File: config.mk
export PLATFORM = sky130hd
export DESIGN_NAME = dpa_arbiter
export DESIGN_NICKNAME = d
export VERILOG_FILES = /design/src/rtl/dpa_pkg.sv /design/src/rtl/dpa_arbiter.sv
export VERILOG_INCLUDE_DIRS = /design/src /design/src/rtl
export SDC_FILE = /design/constraint.sdc
export NUM_CORES = 1
export LEC_CHECK = 0
export BUFFER_PORTS_ARGS = -buffer_cell sky130_fd_sc_hd__buf_2
export CAP_MARGIN = 20
export CORE_AREA = 8 8 45 47
export DETAILED_ROUTE_END_ITERATION = 8
export DIE_AREA = 0 0 53 55
export GPL_ROUTABILITY_DRIVEN = 0
export PLACE_DENSITY = 0.61
export SLEW_MARGIN = 20
export SYNTH_ARGS = -nofsm -noshare
export SYNTH_HDL_FRONTEND = slang
export SYNTH_SLANG_ARGS = --single-unit
File: constraint.sdc
create_clock -name clk_i -period 0.93 [get_ports clk_i]
set_input_delay 0 -clock clk_i [delete_from_list [all_inputs] [get_ports clk_i]]
set_output_delay 0 -clock clk_i [all_outputs]
set_load 0.03 [all_outputs]
File: src/rtl/dpa_map.svh
// Reset values and bit positions of the shared RAM access arbiter.
// Assumes inclusion by the arbiter package and design module only.
`ifndef DPA_MAP_SVH
`define DPA_MAP_SVH

// ==========================================================================
// Reset values of the sequential stages
`define DPA_CAPTURE_RST  1'h0
`define DPA_SECOND_RST   1'h1
`define DPA_SLAVE_RST    1'h0
`define DPA_XGATE_N_RST  1'h1
`define DPA_PRIO_RST     1'h0

// ==========================================================================
// Strobe field positions
`define DPA_STB_RD_BIT   0
`define DPA_STB_WR_BIT   1
`define DPA_STB_WIDTH    2

`endif

File: src/rtl/dpa_pkg.sv
// Types shared by the shared RAM access arbiter.
// Assumes the map header sits in the include path.
`include "dpa_map.svh"

package dpa_pkg;

   // ==========================================================================
   // Active-low read and write strobe pair
   typedef struct packed {
      logic wr_n;
      logic rd_n;
   } dpa_strobe_t;

   // ==========================================================================
   // Coarse owner of the RAM, visible for debug
   typedef enum logic [1:0] {
      DPA_IDLE,
      DPA_LOCAL,
      DPA_EXTERNAL
   } dpa_owner_t;

endpackage : dpa_pkg

File: src/rtl/dpa_arbiter.sv
// Arbiter sharing the on-board dual port RAM between local CPU and an external master.
// Assumes all inputs synchronous to clk_i and the RAM controller on the same clock.
//
// Contract
// RQ1: External master may use RAM as slave memory.
// RQ2: Local CPU access wins; external waits.
// RQ3: Local requests stall while slave mode runs.
// RQ4: Command rise sets capture, clears second stage.
// RQ5: Slave stage sets, holds while second low.
// RQ6: External gate passes strobes and acknowledge.
// RQ7: Acknowledge clears capture on next edge.
// RQ8: Command removal negates gate, ends strobe.
// RQ9: Second sets, slave drops, gate rises.
// RQ10: Latch strobe presets the priority stage.
// RQ11: Local request clears capture, suppresses slave.
// RQ12: Local gate follows request while gate idle.
// RQ13: Local read or write freezes slave stage.
// RQ14: Local strobes gated; acknowledge clears capture.
// RQ15: After local cycle, pending external enters slave.
// RQ16: All stages on rising clock edge.
// RQ17: Reset leaves arbiter idle.
`timescale 1ns/1ps

`include "dpa_map.svh"

module dpa_arbiter
   import dpa_pkg::*;
(
   input  wire logic        clk_i,
   input  wire logic        arst_n_i,
   input  wire logic        external_ram_command_i,
   input  wire logic        local_ram_request_n_i,
   input  wire logic        latch_strobe_n_i,
   input  wire logic        memory_read_n_i,
   input  wire logic        early_memory_write_n_i,
   input  wire logic        memory_transfer_ack_n_i,
   input  wire dpa_strobe_t strobe_req_i,
   output dpa_strobe_t      shared_strobe_o,
   output logic             slave_mode_n_o,
   output logic             ext_cmd_gate_n_o,
   output logic             local_cmd_gate_n_o,
   output logic             local_addr_gate_n_o,
   output logic             extended_latch_strobe_o,
   output logic             ext_ack_n_o,
   output logic             local_ack_n_o,
   output dpa_owner_t       owner_o
);

   // ==========================================================================
   // Stage registers and combinational request terms
   logic capture_q;
   logic second_q;
   logic slave_q;
   logic xgate_n_q;
   logic prio_q;
   logic local_hold;
   logic local_claim;
   dpa_owner_t owner_q;

   // CPU read or early write with request pins the slave stage
   assign local_hold  = ~local_ram_request_n_i & ~(memory_read_n_i & early_memory_write_n_i); // RQ13
   // Request inside the address phase of a local cycle
   assign local_claim = ~local_ram_request_n_i & prio_q;

   // ==========================================================================
   // Priority stage
   always_ff @(posedge clk_i or negedge arst_n_i) begin // RQ16
      if (!arst_n_i) begin
         prio_q <= `DPA_PRIO_RST; // RQ17
      end else if (!latch_strobe_n_i) begin
         prio_q <= 1'h1; // RQ10
      end else if (local_ram_request_n_i) begin
         prio_q <= 1'h0;
      end
   end

   // ==========================================================================
   // Request capture stage
   always_ff @(posedge clk_i or negedge arst_n_i) begin
      if (!arst_n_i) begin
         capture_q <= `DPA_CAPTURE_RST; // RQ17
      end else if (!memory_transfer_ack_n_i) begin
         capture_q <= 1'h0; // RQ7 RQ14
      end else if (local_claim) begin
         capture_q <= 1'h0; // RQ11 RQ2
      end else if (external_ram_command_i) begin
         capture_q <= 1'h1; // RQ4 RQ13 RQ15
      end else begin
         capture_q <= 1'h0;
      end
   end

   // ==========================================================================
   // Second stage
   always_ff @(posedge clk_i or negedge arst_n_i) begin
      if (!arst_n_i) begin
         second_q <= `DPA_SECOND_RST; // RQ17
      end else if (external_ram_command_i && local_ram_request_n_i
                   && memory_transfer_ack_n_i) begin
         second_q <= 1'h0; // RQ4
      end else if (memory_transfer_ack_n_i && !external_ram_command_i) begin
         second_q <= 1'h1; // RQ9
      end
   end

   // ==========================================================================
   // Slave stage: a local access in progress keeps it from setting
   always_ff @(posedge clk_i or negedge arst_n_i) begin
      if (!arst_n_i) begin
         slave_q <= `DPA_SLAVE_RST; // RQ17
      end else if (slave_q) begin
         slave_q <= ~second_q; // RQ5 RQ9
      end else if (capture_q && !second_q && !local_hold && !prio_q) begin
         slave_q <= 1'h1; // RQ5 RQ1 RQ15 RQ13 RQ2
      end
   end

   // ==========================================================================
   // External command gate stage, one edge behind the slave stage
   always_ff @(posedge clk_i or negedge arst_n_i) begin
      if (!arst_n_i) begin
         xgate_n_q <= `DPA_XGATE_N_RST; // RQ17
      end else begin
         xgate_n_q <= ~slave_q; // RQ6 RQ9
      end
   end

   // ==========================================================================
   // Owner view for debug
   always_ff @(posedge clk_i or negedge arst_n_i) begin
      if (!arst_n_i) begin
         owner_q <= DPA_IDLE;
      end else begin
         case ({slave_q, ~local_cmd_gate_n_o})
            2'h0: owner_q <= DPA_IDLE;
            2'h1: owner_q <= DPA_LOCAL;
            2'h2: owner_q <= DPA_EXTERNAL;
            default: owner_q <= DPA_EXTERNAL;
         endcase
      end
   end

   // ==========================================================================
   // Gates and routing; combinational so strobes end with their cause
   assign slave_mode_n_o          = ~slave_q; // RQ5
   assign ext_cmd_gate_n_o        = xgate_n_q | ~external_ram_command_i; // RQ8
   assign local_cmd_gate_n_o      = local_ram_request_n_i | ~xgate_n_q | slave_q; // RQ12 RQ3
   assign local_addr_gate_n_o     = slave_q; // RQ11
   assign extended_latch_strobe_o = ~latch_strobe_n_i & local_ram_request_n_i;
   assign shared_strobe_o.rd_n    = strobe_req_i.rd_n
                                    | (local_cmd_gate_n_o & ext_cmd_gate_n_o); // RQ14 RQ6
   assign shared_strobe_o.wr_n    = strobe_req_i.wr_n
                                    | (local_cmd_gate_n_o & ext_cmd_gate_n_o); // RQ14 RQ6
   assign ext_ack_n_o             = memory_transfer_ack_n_i | ext_cmd_gate_n_o; // RQ6
   assign local_ack_n_o           = memory_transfer_ack_n_i | local_cmd_gate_n_o;
   assign owner_o                 = owner_q;
endmodule : dpa_arbiter

# Yosys cells after proc, flatten, opt, wreduce, memory -nomap -nowiden

Cells that the tools add are included.
W data, S select, Z words.

Register bits: 7
Output and inout port bits: 11

Reduce and logical (&&, ||, !) cells: 12
Equality and inequality tests: 2
Multiplexer cells: 10
Bitwise operators: 20

Operators by type and width:

| cell                 | number |
|---|---|
| $mux W1              | 9 |
| $not A1 Y1           | 8 |
| $or A1 B1 Y1         | 7 |
| $logic_and A1 B1 Y1  | 6 |
| $and A1 B1 Y1        | 5 |
| $logic_not A1 Y1     | 4 |
| $pmux W2 S2          | 1 |
| $eq A2 B1 Y1 const B | 1 |
| $logic_not A2 Y1     | 1 |
| $ne A2 B2 Y1 const B | 1 |
| $reduce_bool A2 Y1   | 1 |

# Longest topological paths before layout

Word-level depth: 8
Gate-level depth with buffers: 2
Depth with buffers taken out: 2

# Worst setup path after synthesis

OpenSTA, ideal clock, no wires.

Kind: reg2out
Start point: register slave_q (netlist: local_addr_gate_n_o)
End point: output port shared_strobe_o[0] (netlist name)
Arrival: 1.151 ns
Setup slack: -0.221 ns
Stages on the path, launching flop included: 3
Data required time: 0.930 ns
Cell sequence: dfrtp_1 > nor3b_4 > o21bai_1

RTL lines:

| element                  | line               | text |
|---|---|---|
| start: declaration       | dpa_arbiter.sv:53  | `logic slave_q;` |
| start signal: assignment | dpa_arbiter.sv:110 | `` slave_q <= `DPA_SLAVE_RST; `` |
| start signal: assignment | dpa_arbiter.sv:112 | `slave_q <= ~second_q;` |
| end: declaration         | dpa_arbiter.sv:38  | `output dpa_strobe_t shared_strobe_o,` |

==> results.md <==
- Status: finished with violations
- Failing checks: negative setup slack
- First-pass GRT wire length: between 1000 and 1500 µm
- Least-Margin Pin Slew: between 0.3 and 0.4 ns
- Critical Path RT: approximately 0.93 ns
- # IOs: 21
- Ranking of synthesized cells by area: dfrtp_1 41%, dfstp_2 17%, nand2b_1 6.1%
- Psw: approximately 0.22 mW
- Die ar.: around 3000 µm²
- Clk_lat worst skew: between 0.2 and 0.3 ns
- Met1 usage: approximately 6.8%
- Pre-antenna DRT Iters: 2
- Post-layout util: 42.7%
- Leakage: about 0.29 nW
- Synth cell types: 14
- Total number of vias: between 300 and 400
- Synth top area share: roughly 40%
- Total power: approximately 0.8 mW
- Syn_area_per_cell: approximately 11 µm²
- Peak supply drop: 799 µV
- Crit-path slowest cell: dfstp_2
- Clk network pwr share: 34.1%
- Synthesized area: just over 300 µm²
- Final setup TNS: -2.16 ns
- Row cnt: 14
- Cell with the most instances after synthesis: dfrtp_1
- CTS Sinks: 7
- Diode count: 0
- Final Hold Fails: 0
- Worst min path class: input port to flip-flop
- Period utilization: 144%
- Top FF cell, synth: dfrtp_1
- Share of cells above drive strength 1: between 70 and 80%
- Total Nets Final: 68
- Most area-hungry cell type in the Yosys netlist: dfrtp_1
- Clk_skew: around 0.0054 ns
- Crit path launch type: flip-flop
- Post-synthesis sequential area ratio: about three fifths
- Htree depth: 1
- CTS Root Cell: clkbuf_4
- Final setup vio count: 10
- Post-Syn Instances: 27
- Core box area: roughly 1400 µm²
- Max Fclk: between 700 and 800 MHz
- Worst Reg-to-Reg Cells: 1
- Worst path max stage delay: 0.53 ns
- Power per cell area: ~1400 nW/µm²
- WS Path Type: flip-flop to output pin
- Crit path arrival time: ~1.3 ns
- Final min period: between 1 and 1.5 ns
- Hold path start: early_memory_write_n_i
- Combinational cell fraction of total power: between 20% and 30%
- Crit-path cells: nor3b_4 > o21bai_2 > buf_6
- Final worst slack: -0.407 ns
- Post-DP HPWL: around 660 µm
- RSZ-0062 raised after global routing: yes
- Ys async rst share: 100%
- Die H: 55 µm
- WL per Instance: 12.4 µm
- I/O Buffers: 20
- CTS Buffer Depth: 2
- Pre-CTS WS: -0.176 ns
- Pin count of the biggest net entering global routing: 8
- Crit. Startpoint: xgate_n_q
- FF-to-FF Start: xgate_n_q
- CTS tree: built
- Die W: 53 µm
- Crit path max fanout: 5
- Vias per cell: between 4 and 5
- Synthesis warning total: 0
- Max-cap violations: 0
- Initial antenna violation count: 0
- DRC: 0
- Vias in the first global route: 320
- Buffers & Inverters on Critical Path: 1
- CTS buffer count: 3
- Hold path cells: 3
- Switch share: between 20% and 30%
- Delay-heaviest family, CP: flip-flops
- Final wirelength: 908 µm
- Commonest cells post-synth: 5 x dfrtp_1, 4 x inv_1, 3 x nand2b_1
- Worst-path clk slew: about 0.050 ns
- Slew headroom: about 80%
- Seq pwr share: between 40% and 50%
- ANT nets after route: 0
- Initial Utilization: around 22%
- Initial DRC Count: 3
- Area growth syn-to-layout: 93.4%
- GR Util met3: 5.61%
- Post-synth EDFFs: 0
- Mapped Nets: 37
- Grt met2 use: a little under an eighth
- All-layer global routing usage: between 7 and 8%
- Total grt overflow: 0
- Endpoint class of the critical path: output pin
- Post-synthesis register bit count: 7
- WP depth: 3
- Cell Int Power: 0.584 mW
- Gr busiest metal: met2
- Fin. max-slew vios: 0
logic make-up (layout without fill, tap and decap cells):
family / after synthesis / in the layout / synth area share, %
AOI/OAI and AO/OA: 5 / 5 / 11.9
DFF: 7 / 7 / 58.2
and+or+nand+nor: 10 / 10 / 23.8
buffers and inverters: 5 / 35 / 6.14
power by group through the flow:
stage          Clock [mW]  Sequential, mW  Combinational (mW)
5_1_grt             0.304           0.339               0.209
4_1_cts             0.286           0.336               0.188
3_3_place_gp            0           0.340               0.148
3_5_place_dp            0           0.341               0.150
2_1_floorplan           0           0.352              0.0786
6_report            0.276           0.337               0.194
sequential cells by signal, summed over array words and instances, names as in the netlist:
| signal | count |
|---|---|
| local_addr_gate_n_o | 1 |
| prio_q | 1 |
| owner_o | 2 |
| xgate_n_q | 1 |
| capture_q | 1 |
| second_q | 1 |
tightest hold or removal path, cell delays in order:
cell and delay (ns):
buf_2 0.07, a21oi_1 0.06, o22ai_2 0.08
path summary, 6_finish.rpt:
kind	to	slack (ns)
worst min register to register	owner_o[0]	0.50
worst min-delay path	local_addr_gate_n_o	0.003
min in group asynchronous	owner_o[1]	0.10
worst max register to register	owner_o[0]	-0.02
worst max-delay path	shared_strobe_o[0]	-0.41
max in group asynchronous	xgate_n_q	0.59
final cells by class:
type / instances / area [µm²]
clock buffers: 4 / 26.3
multi-input cells: 15 / 133
flip-flops and latches: 7 / 179
inverters: 4 / 17.5
repair buffers: 27 / 215
well taps: 16 / 20.0
fillers: 129 / 793
cells in the final DEF (no fill, tap or decap), drive strengths merged:
cell         count
buf             25
dfrtp            5
clkbuf           4
inv              4
nand2b           3
o21bai           2
nand2            2
dlygate4sd3      2
dfstp            2
nor2b            2
nor3b            1
a21oi            1
or3b             1
o22ai            1
and3             1
a22o             1
what timing repair did:
action | CTS | global route
buffers inserted | 2 | 2
gates resized for setup | 22 | 2
hold endpoints to repair | 8 | 0
setup endpoints to repair | 10 | 10
pin swaps | 2 | 2
hold buffers | 2 | 0
metal layers:
layer,wire (µm),share of wire (%)
met1,322,35
met2,461,51
met3,99,11
met4,24,2.6
met5,0,0
through the flow:
| step | instance area, µm² | hold WS [ns] | instances |
|---|---|---|---|
| 6_report | 591 | 0.00254 | 73 |
| 5_1_grt | 591 | 0.0216 | 73 |
| 4_1_cts | 566 | 0.0205 | 71 |
| 3_5_place_dp | 440 | -0.162 | 63 |
| 3_3_place_gp | 440 | -0.163 | 63 |
| 2_1_floorplan | 317 | -0.296 | 27 |
(Power assumes the default switching activity.)
